### src/rtl/dss_pkg.sv
// Operation
// - differential is first sensor minus second sensor, never reversed
// - average primary without failover alarms the loop on any sensor failure
// - failover with average primary drops a lone failed sensor
// - failover with average primary alarms and reports a double failure
// - failover with average primary keeps loop quiet on one failure, flags it
// - first-good carries first sensor while healthy, second once first fails
// - first-good stays on second until master reset or hold-off disabled
// - first-good primary without failover or hold-off alarms on any failure; digital value stays correct
// - first-good primary with hold-off alarms only when both sensors fail
// - failover enabled and first sensor failing moves primary to second
// - failover entry keeps loop quiet, flags first failure, shows it locally
// - in failover a second-sensor failure keeps loop driven and is flagged
// - failover holds second sensor while it works until a ctrl write, master reset or power-down
// - with failover on, either sensor may still feed the other three slots
// - slots 1..3, and slot 0 with failover off, select any sensor variable, terminal, or unused
`default_nettype none
package dss_pkg;
  // register byte offsets
  localparam logic [7:0] OFF_CTRL = 8'h00;
  localparam logic [7:0] OFF_MAP = 8'h04;
  localparam logic [7:0] OFF_CMD = 8'h08;
  localparam logic [7:0] OFF_STATUS = 8'h0C;
  localparam logic [7:0] OFF_PV = 8'h10;
  localparam logic [7:0] OFF_SV = 8'h14;
  localparam logic [7:0] OFF_TV = 8'h18;
  localparam logic [7:0] OFF_QV = 8'h1C;
  // control fields
  localparam int CTRL_FAILOVER_BIT = 0;
  localparam int CTRL_HOLDOFF_BIT = 1;
  localparam int CTRL_FOSEL_LSB = 4;
  localparam logic [1:0] FO_SEL_AVG = 2'h1;
  localparam logic [1:0] FO_SEL_FGOOD = 2'h2;
  localparam int CMD_MRESET_BIT = 0;
  // map fields: slot n at bit 4*n, three bits wide
  localparam int MAP_FIELD_STRIDE = 4;
  // status fields
  localparam int STAT_S1FAIL_BIT = 0;
  localparam int STAT_S2FAIL_BIT = 1;
  localparam int STAT_FOACT_BIT = 2;
  localparam int STAT_FGSEC_BIT = 3;
  localparam int STAT_ALARM_BIT = 4;
  // reset values
  localparam logic [1:0] CTRL_FOSEL_RESET = 2'h2;
  localparam logic [15:0] MAP_RESET = 16'h3210;
  localparam logic [15:0] VALUE_RESET = 16'h0000;

  typedef enum logic [2:0] {
    VAR_S1, VAR_S2, VAR_DIFF, VAR_AVG, VAR_FGOOD, VAR_TERM, VAR_NONE
  } dss_var_type;

  // wraps on overflow; readings are expected well inside range
  function automatic logic signed [15:0] dss_diff_of(
    input logic signed [15:0] a,
    input logic signed [15:0] b);
    logic signed [16:0] wide;
    wide = 17'(a) - 17'(b);
    return wide[15:0];
  endfunction : dss_diff_of

  // full-width sum first so the halving cannot overflow
  function automatic logic signed [15:0] dss_avg_of(
    input logic signed [15:0] a,
    input logic signed [15:0] b);
    logic signed [16:0] wide;
    wide = 17'(a) + 17'(b);
    return wide[16:1];
  endfunction : dss_avg_of
endpackage : dss_pkg
`default_nettype wire

### src/rtl/dss_var_mux.sv
`default_nettype none
// one output slot: picks a device variable by its selector code
module dss_var_mux (
  input wire logic [2:0] sel,
  input wire logic signed [15:0] firstValue,
  input wire logic signed [15:0] secondValue,
  input wire logic signed [15:0] diffValue,
  input wire logic signed [15:0] avgValue,
  input wire logic signed [15:0] firstGoodValue,
  input wire logic signed [15:0] terminalValue,
  output logic signed [15:0] value
);
  // unused and illegal codes read as zero
  always_comb begin
    case (sel)
      dss_pkg::VAR_S1: value = firstValue;
      dss_pkg::VAR_S2: value = secondValue;
      dss_pkg::VAR_DIFF: value = diffValue;
      dss_pkg::VAR_AVG: value = avgValue;
      dss_pkg::VAR_FGOOD: value = firstGoodValue;
      dss_pkg::VAR_TERM: value = terminalValue;
      default: value = dss_pkg::VALUE_RESET;
    endcase
  end
endmodule : dss_var_mux
`default_nettype wire

### src/rtl/dss_fail_tracker.sv
`default_nettype none
// sticky failover and first-good state; a set always beats a clear
module dss_fail_tracker (
  input wire logic ref_clk,
  input wire logic reset_n,
  input wire logic measUpdate,
  input wire logic firstFailed,
  input wire logic failoverEnable,
  input wire logic holdOffOtherAlarms,
  input wire logic masterReset,
  input wire logic rearm,
  output logic failoverState,
  output logic firstGoodOnSecond
);
  logic setFailover;
  logic clearFailover;
  logic setFirstGood;
  logic clearFirstGood;
  logic next_failoverState;
  logic next_firstGoodOnSecond;

  // entry only on an update, so state moves with the outputs
  assign setFailover = measUpdate & failoverEnable & firstFailed;
  assign clearFailover = masterReset | rearm | ~failoverEnable;
  assign setFirstGood = measUpdate & firstFailed;
  assign clearFirstGood = masterReset | ~holdOffOtherAlarms;
  assign next_failoverState = setFailover
    | (failoverState & ~clearFailover);
  assign next_firstGoodOnSecond = setFirstGood
    | (firstGoodOnSecond & ~clearFirstGood);

  // state flops
  always_ff @(posedge ref_clk or negedge reset_n) begin
    if (!reset_n) begin
      failoverState <= 1'b0;
      firstGoodOnSecond <= 1'b0;
    end else begin
      failoverState <= next_failoverState;
      firstGoodOnSecond <= next_firstGoodOnSecond;
    end
  end
endmodule : dss_fail_tracker
`default_nettype wire

### src/rtl/dss_select_failover.sv
// The register addresses and the APB register port were decided locally.
`default_nettype none
// dual sensor selection, averaging and failover with an apb register file
module dss_select_failover (
  input wire logic ref_clk,
  input wire logic reset_n,
  input wire logic [7:0] paddr,
  input wire logic psel,
  input wire logic penable,
  input wire logic pwrite,
  input wire logic [31:0] pwdata,
  output logic [31:0] prdata,
  output logic pready,
  output logic pslverr,
  input wire logic measUpdate,
  input wire logic signed [15:0] firstSensorReading,
  input wire logic signed [15:0] secondSensorReading,
  input wire logic signed [15:0] terminalReading,
  input wire logic firstSensorFailed,
  input wire logic secondSensorFailed,
  output logic signed [15:0] loopValue,
  output logic loopAlarm,
  output logic displayFirstFailed,
  output logic displaySecondFailed
);
  logic failoverEnable;
  logic holdOffOtherAlarms;
  logic [1:0] failoverSel;
  logic [15:0] mapReg;
  logic [31:0] readValue;
  logic signed [15:0] slotValue [4];
  logic signed [15:0] slotReg [4];
  logic statFirstFailed;
  logic statSecondFailed;
  logic failoverState;
  logic firstGoodOnSecond;
  logic next_loopAlarm;

  // apb decode; zero wait states, so pready stays high
  wire setupPhase = psel & ~penable;
  wire accessPhase = psel & penable;
  wire hitCtrl = (paddr == dss_pkg::OFF_CTRL);
  wire hitMap = (paddr == dss_pkg::OFF_MAP);
  wire hitCmd = (paddr == dss_pkg::OFF_CMD);
  wire hitStatus = (paddr == dss_pkg::OFF_STATUS);
  wire hitPv = (paddr == dss_pkg::OFF_PV);
  wire hitSv = (paddr == dss_pkg::OFF_SV);
  wire hitTv = (paddr == dss_pkg::OFF_TV);
  wire hitQv = (paddr == dss_pkg::OFF_QV);
  wire addrMapped = hitCtrl | hitMap | hitCmd | hitStatus
    | hitPv | hitSv | hitTv | hitQv;
  wire writeStrobe = accessPhase & pwrite & addrMapped;
  wire wrCtrl = writeStrobe & hitCtrl;
  wire wrMap = writeStrobe & hitMap;
  wire masterReset = writeStrobe & hitCmd & pwdata[dss_pkg::CMD_MRESET_BIT];
  // writing the enable bit set again is the re-arm of failover
  wire rearm = wrCtrl & pwdata[dss_pkg::CTRL_FAILOVER_BIT];
  assign pready = 1'b1;
  assign pslverr = accessPhase & ~addrMapped;

  // control registers; written only at the completing access edge
  always_ff @(posedge ref_clk or negedge reset_n) begin
    if (!reset_n) begin
      failoverEnable <= 1'b0;
      holdOffOtherAlarms <= 1'b0;
      failoverSel <= dss_pkg::CTRL_FOSEL_RESET;
      mapReg <= dss_pkg::MAP_RESET;
    end else begin
      if (wrCtrl) begin
        failoverEnable <= pwdata[dss_pkg::CTRL_FAILOVER_BIT];
        holdOffOtherAlarms <= pwdata[dss_pkg::CTRL_HOLDOFF_BIT];
        failoverSel <= pwdata[dss_pkg::CTRL_FOSEL_LSB +: 2];
      end
      if (wrMap) begin
        mapReg <= pwdata[15:0];
      end
    end
  end

  // read mux; values are zero-extended, cmd reads as zero
  always_comb begin
    readValue = 32'h0000_0000;
    if (hitCtrl) begin
      readValue[dss_pkg::CTRL_FAILOVER_BIT] = failoverEnable;
      readValue[dss_pkg::CTRL_HOLDOFF_BIT] = holdOffOtherAlarms;
      readValue[dss_pkg::CTRL_FOSEL_LSB +: 2] = failoverSel;
    end else if (hitMap) begin
      readValue[15:0] = mapReg;
    end else if (hitStatus) begin
      readValue[dss_pkg::STAT_S1FAIL_BIT] = statFirstFailed;
      readValue[dss_pkg::STAT_S2FAIL_BIT] = statSecondFailed;
      readValue[dss_pkg::STAT_FOACT_BIT] = failoverState;
      readValue[dss_pkg::STAT_FGSEC_BIT] = firstGoodOnSecond;
      readValue[dss_pkg::STAT_ALARM_BIT] = loopAlarm;
    end else if (hitPv) begin
      readValue[15:0] = slotReg[0];
    end else if (hitSv) begin
      readValue[15:0] = slotReg[1];
    end else if (hitTv) begin
      readValue[15:0] = slotReg[2];
    end else if (hitQv) begin
      readValue[15:0] = slotReg[3];
    end
  end

  // read data caught in the setup cycle, held through the access
  always_ff @(posedge ref_clk or negedge reset_n) begin
    if (!reset_n) begin
      prdata <= 32'h0000_0000;
    end else if (setupPhase && !pwrite) begin
      prdata <= readValue;
    end
  end

  dss_fail_tracker u_tracker (
    .ref_clk(ref_clk),
    .reset_n(reset_n),
    .measUpdate(measUpdate),
    .firstFailed(firstSensorFailed),
    .failoverEnable(failoverEnable),
    .holdOffOtherAlarms(holdOffOtherAlarms),
    .masterReset(masterReset),
    .rearm(rearm),
    .failoverState(failoverState),
    .firstGoodOnSecond(firstGoodOnSecond)
  );

  // derived device variables
  wire anyFailed = firstSensorFailed | secondSensorFailed;
  wire bothFailed = firstSensorFailed & secondSensorFailed;
  wire failoverActive = failoverState & failoverEnable;
  wire signed [15:0] diffValue =
    dss_pkg::dss_diff_of(firstSensorReading, secondSensorReading);
  wire signed [15:0] plainAvg =
    dss_pkg::dss_avg_of(firstSensorReading, secondSensorReading);
  // latch or a live failure both move first-good to the second sensor
  wire useSecondGood = firstGoodOnSecond | firstSensorFailed;
  // once in failover the second sensor stays in charge while it works
  wire pinSecond = failoverActive & ~secondSensorFailed;
  wire signed [15:0] firstGoodValue = (useSecondGood | pinSecond)
    ? secondSensorReading : firstSensorReading;
  wire dropFirst = failoverEnable
    & (firstSensorFailed | pinSecond) & ~secondSensorFailed;
  wire dropSecond = failoverEnable & secondSensorFailed
    & ~firstSensorFailed & ~pinSecond;
  // without failover a failed sensor still counts; the loop alarms anyway
  wire signed [15:0] avgValue = dropFirst ? secondSensorReading
    : (dropSecond ? firstSensorReading : plainAvg);
  // the host keeps failoverSel at one of the two legal codes
  wire [2:0] failoverPvSel = (failoverSel == dss_pkg::FO_SEL_AVG)
    ? 3'(dss_pkg::VAR_AVG) : 3'(dss_pkg::VAR_FGOOD);
  wire [2:0] pvSel = failoverEnable ? failoverPvSel : mapReg[2:0];
  wire [2:0] slotSel [4];
  assign slotSel[0] = pvSel;

  // four slots share one mux design; slots 1..3 follow the map alone
  for (genvar i = 0; i < 4; i++) begin : g_slot
    if (i > 0) begin : g_sel
      assign slotSel[i] =
        mapReg[i * dss_pkg::MAP_FIELD_STRIDE +: 3];
    end
    dss_var_mux u_mux (
      .sel(slotSel[i]),
      .firstValue(firstSensorReading),
      .secondValue(secondSensorReading),
      .diffValue(diffValue),
      .avgValue(avgValue),
      .firstGoodValue(firstGoodValue),
      .terminalValue(terminalReading),
      .value(slotValue[i])
    );
  end

  // loop alarm decision for the primary slot
  always_comb begin
    if (failoverEnable) begin
      next_loopAlarm = bothFailed;
    end else begin
      case (pvSel)
        dss_pkg::VAR_S1: next_loopAlarm = firstSensorFailed;
        dss_pkg::VAR_S2: next_loopAlarm = secondSensorFailed;
        dss_pkg::VAR_DIFF: next_loopAlarm = anyFailed;
        dss_pkg::VAR_AVG: next_loopAlarm = anyFailed;
        dss_pkg::VAR_FGOOD: begin
          next_loopAlarm = holdOffOtherAlarms
            ? bothFailed : anyFailed;
        end
        default: next_loopAlarm = 1'b0;
      endcase
    end
  end

  // every result moves only on a measurement update
  always_ff @(posedge ref_clk or negedge reset_n) begin
    if (!reset_n) begin
      for (int i = 0; i < 4; i++) begin
        slotReg[i] <= dss_pkg::VALUE_RESET;
      end
      loopAlarm <= 1'b0;
      statFirstFailed <= 1'b0;
      statSecondFailed <= 1'b0;
    end else if (measUpdate) begin
      for (int i = 0; i < 4; i++) begin
        slotReg[i] <= slotValue[i];
      end
      loopAlarm <= next_loopAlarm;
      statFirstFailed <= firstSensorFailed;
      statSecondFailed <= secondSensorFailed;
    end
  end

  // loop stage and local display see the registered results
  assign loopValue = slotReg[0];
  assign displayFirstFailed = statFirstFailed;
  assign displaySecondFailed = statSecondFailed;
endmodule : dss_select_failover
`default_nettype wire

### config.mk
export PLATFORM = sky130hd
export DESIGN_NAME = dss_select_failover
export DESIGN_NICKNAME = d
export VERILOG_FILES = /design/src/rtl/dss_pkg.sv /design/src/rtl/dss_var_mux.sv /design/src/rtl/dss_fail_tracker.sv /design/src/rtl/dss_select_failover.sv
export SDC_FILE = /design/constraint.sdc
export NUM_CORES = 1
export LEC_CHECK = 0
export BUFFER_PORTS_ARGS = -buffer_cell sky130_fd_sc_hd__buf_2
export CAP_MARGIN = 10
export CELL_PAD_IN_SITES_DETAIL_PLACEMENT = 0
export CELL_PAD_IN_SITES_GLOBAL_PLACEMENT = 1
export CORE_MARGIN = 2
export CORE_UTILIZATION = 28
export CTS_BUF_LIST = sky130_fd_sc_hd__clkbuf_8 sky130_fd_sc_hd__clkbuf_16
export CTS_CLUSTER_SIZE = 24
export DETAILED_ROUTE_END_ITERATION = 10
export MAX_ROUTING_LAYER = met4
export PLACE_DENSITY_LB_ADDON = 0.1
export SLEW_MARGIN = 20
export SYNTH_ARGS = -nofsm -noshare
export SYNTH_HDL_FRONTEND = slang
export SYNTH_SLANG_ARGS = --single-unit
### constraint.sdc
create_clock -name ref_clk -period 5 [get_ports ref_clk]
set_input_delay 0.5 -clock ref_clk [delete_from_list [all_inputs] [get_ports ref_clk]]
set_output_delay 0.5 -clock ref_clk [all_outputs]
set_load 0.05 [all_outputs]
==> impl_metrics.json <==
{
  "antenna_found_initial": 1,
  "h-tree-depth": 3,
  "r2r-start": "u_tracker.firstGoodOnSecond$_DFF_PN0_",
  "synth_common_cells": "nor2_1, a21oi_1, dfrtp_1, nand2_1, clkbuf_1",
  "setup_viol": 0,
  "syn_to_final_growth_pct": 10.8,
  "rr_endpoint": "slotReg[7]$_DFFE_PN0P_",
  "design_area_mm2": 0.0112,
  "cp-end-kind": "flip-flop",
  "grt_usage_pct": 26.1,
  "rows": 69,
  "numCtsBuffers": 9,
  "routedWlPerCell_um": 27.7,
  "clkPwrFrac_pct": 27.9,
  "crit_path_start_kind": "input pin",
  "maxSlewViolCount": 0,
  "grt_pass1_wl_um": 71400,
  "synthFlopType": "dfrtp_1",
  "overflow": 0,
  "worst_pin_slew_ns": 1.09,
  "hpwl_um": 37000,
  "route.detailed.drc": 0,
  "p_sw_share_pct": 39.7,
  "grt_max_degree": 72,
  "dieArea_mm2": 0.0375,
  "hold_violations": 0,
  "synth_seq_area_share_pct": 26.2,
  "synth_area_leaders": "dfrtp_1, a21oi_1, nor2_1",
  "coreArea_mm2": 0.0355,
  "arrival_ns": 3.56,
  "syn_inst": 1248,
  "cp_max_fo": 8,
  "synth_edf_count": 0,
  "max_freq_ghz": 0.297,
  "initialDrtViolationCount": 1126,
  "clockBufferDepth": 2,
  "crit_type": "input pin to flip-flop",
  "skew_ns": 0.0111,
  "io_buffers": 115,
  "timing.setup.tns_ns": 0,
  "relSlewSlack_pct": 27.2,
  "combPwrFrac_pct": 35.7,
  "cts_setup_buffers": 0,
  "cts.sinks": 105,
  "clk_pin_slew_worst_paths_ns": 0.07,
  "yosys_warnings": 0,
  "start_util_pct": 28.4,
  "postRouteAntennaNets": 0,
  "routed_via_density": 5.94,
  "num_io_pins": 149,
  "syn_area_mm2": 0.0101,
  "synth_top_area_share_pct": 24.9,
  "ir_drop_mv": 0.179,
  "fillers": 3799,
  "cp_cell_sequence": "buf_2, inv_1, ha_1, nor2b_1, o31a_1, a41oi_1, nand2_1, xor2_1, a221oi_1, o221ai_1",
  "globalplace.congestion": 0.927,
  "path_buf_inv": 2,
  "finish.net_count": 1415,
  "rsz0062_at_grt": "false",
  "clock-root-buffer": "clkbuf_16",
  "intPower_mw": 1.59,
  "die_h_um": 194,
  "drive_above_1_share_pct": 17.1,
  "synth_cell_types": 88,
  "place_area_mm2": 0.0109,
  "worstPathRequired_ns": 5.19,
  "clock_latency_ns": 0.36,
  "dr_total_vias": 10400,
  "wl_um": 48500,
  "hold_buffers": 0,
  "async_flop_share_pct": 100,
  "yosysMostFrequentCell": "nor2_1",
  "first_pass_iters": 5,
  "hp-class": "input pin to asynchronous set/reset pin",
  "status": "completed",
  "crit_family": "compound AO/OA/AOI/OAI gates",
  "ys_ff_latch": 105,
  "critPathMaxStageDelay_ns": 0.64,
  "p_seq_share_pct": 36.4,
  "fp.dieW_um": 194,
  "grt_pass1_vias": 9948,
  "cap_violations": 0,
  "reg2regPathDepth": 7,
  "p_leak_nw": 4.62,
  "period_minus_slack_ns": 3.37,
  "cts_tree": "yes",
  "post-route-period-util_pct": 67.3,
  "cp_slowest_cell": "a41oi_1",
  "reg2reg_slack_ns": 1.80,
  "synth_area_per_cell_um2": 8.06,
  "netSwitchingPower_mw": 1.05,
  "synth_top_cell_by_area": "dfrtp_1",
  "cts_resized": 0,
  "cellPowerDensity_mw_per_mm2": 237
}
[metal layers]
layer  wire [um]  GRT usage, %  part of all wire (%)  up-vias
li1            -             -                     -     4751
met1       23400          37.8                    48     5165
met2       21300          38.8                    44      441
met3        2960          3.12                   6.1       43
met4         875          5.80                   1.8        0
met5           0             -                     0        -
[layout by cell type, fill, tap and decap left out, types with 13 or more instances in the layout]
master     count
mux2_2        18
dfrtp_1      100
o21ai_0       57
nor2b_1       16
nand2b_1      16
nand3_1       13
o221ai_1      33
mux4_2        19
inv_1         45
and3_1        18
ha_1          31
mux2i_1       30
a21o_1        14
a21oi_1      119
a22oi_1       26
a31oi_1       21
buf_4         25
conb_1        17
nor3_1        30
nand2_1       93
xnor2_1       14
o22ai_1       20
o2bb2ai_1     22
buf_2        114
a221oi_1      20
nor2_1       142
[through the flow]
stage	setup slack [ns]	total power [mW]	instances	utilization [%]	hold WS, ns
global route	1.36	2.76	1752	31.4	0.367
finish	1.63	2.64	1752	31.4	0.290
floorplan	2.17	1.59	1263	-	0.204
detailed placement	1.28	1.90	1736	30.6	0.473
global placement	1.33	1.90	1736	30.6	0.469
CTS	1.68	2.64	1751	31.4	0.330
[registers in the layout, indices dropped and copies added (netlist names)]
name / count
displayFirstFailed: 1
displaySecondFailed: 1
failoverEnable: 1
failoverSel: 2
holdOffOtherAlarms: 1
loopAlarm: 1
loopValue: 16
mapReg: 16
prdata: 16
slotReg: 48
u_tracker.failoverState: 1
u_tracker.firstGoodOnSecond: 1
[worst max-delay path by stage]
stage                      startpoint                        end  slack [ns]  cells after the start
2_1_floorplan  secondSensorReading[6]    slotReg[14]$_DFFE_PN0P_        2.17                     11
3_3_place_gp   secondSensorReading[1]  loopValue[11]$_DFFE_PN0P_        1.33                     10
3_5_place_dp                 paddr[0]     mapReg[11]$_DFFE_PN0P_        1.28                      6
4_1_cts                      paddr[0]     mapReg[11]$_DFFE_PN0P_        1.68                      6
5_1_grt        secondSensorReading[2]  loopValue[15]$_DFFE_PN0P_        1.36                     10
6_report       secondSensorReading[1]  loopValue[11]$_DFFE_PN0P_        1.63                     10
[power by group through the flow]
stage / Sequential, mW / Clock (mW) / Combinational [mW]
finish: 0.961 / 0.738 / 0.941
global route: 0.969 / 0.784 / 1.01
CTS: 0.960 / 0.754 / 0.928
detailed placement: 0.977 / 0 / 0.924
global placement: 0.975 / 0 / 0.925
floorplan: 1.02 / 0 / 0.566
[cells by family after synthesis]
kind of cell | count (synthesis) | share of synthesized area (%)
other | 2 | 0.0746
DFF | 105 | 26.2
xor gates and xnor gates | 15 | 1.31
adders and majority gates | 33 | 4.25
AOI/OAI and AO/OA | 461 | 32.0
muxes | 76 | 10.2
buffers and inverters | 176 | 8.03
and+or+nand+nor | 380 | 17.9
[worst register-to-register path, stage by stage (launching register included)]
cell and delay [ns]:
dfrtp_1 0.44, nor2_1 0.68, nand2_1 0.56, a21o_1 0.53, nor2_1 0.17, nor3_1 0.08, a221oi_1 0.48, o2bb2ai_1 0.11
[cell type report]
| type | instances | area [um2] | share of cell area [%] |
|---|---|---|---|
| Antenna cell | 1 | 2.50 | 0.0224 |
| Inverter | 49 | 184 | 1.65 |
| Sequential cell | 105 | 2630 | 23.6 |
| Clock inverter | 6 | 68.8 | 0.617 |
| Clock buffer | 9 | 225 | 2.02 |
| Multi-Input combinational cell | 982 | 6710 | 60.1 |
| Timing Repair Buffer | 139 | 758 | 6.80 |
| Tap cell | 461 | 577 | 5.17 |
Note: power is estimated with default switching activity, not from simulation.
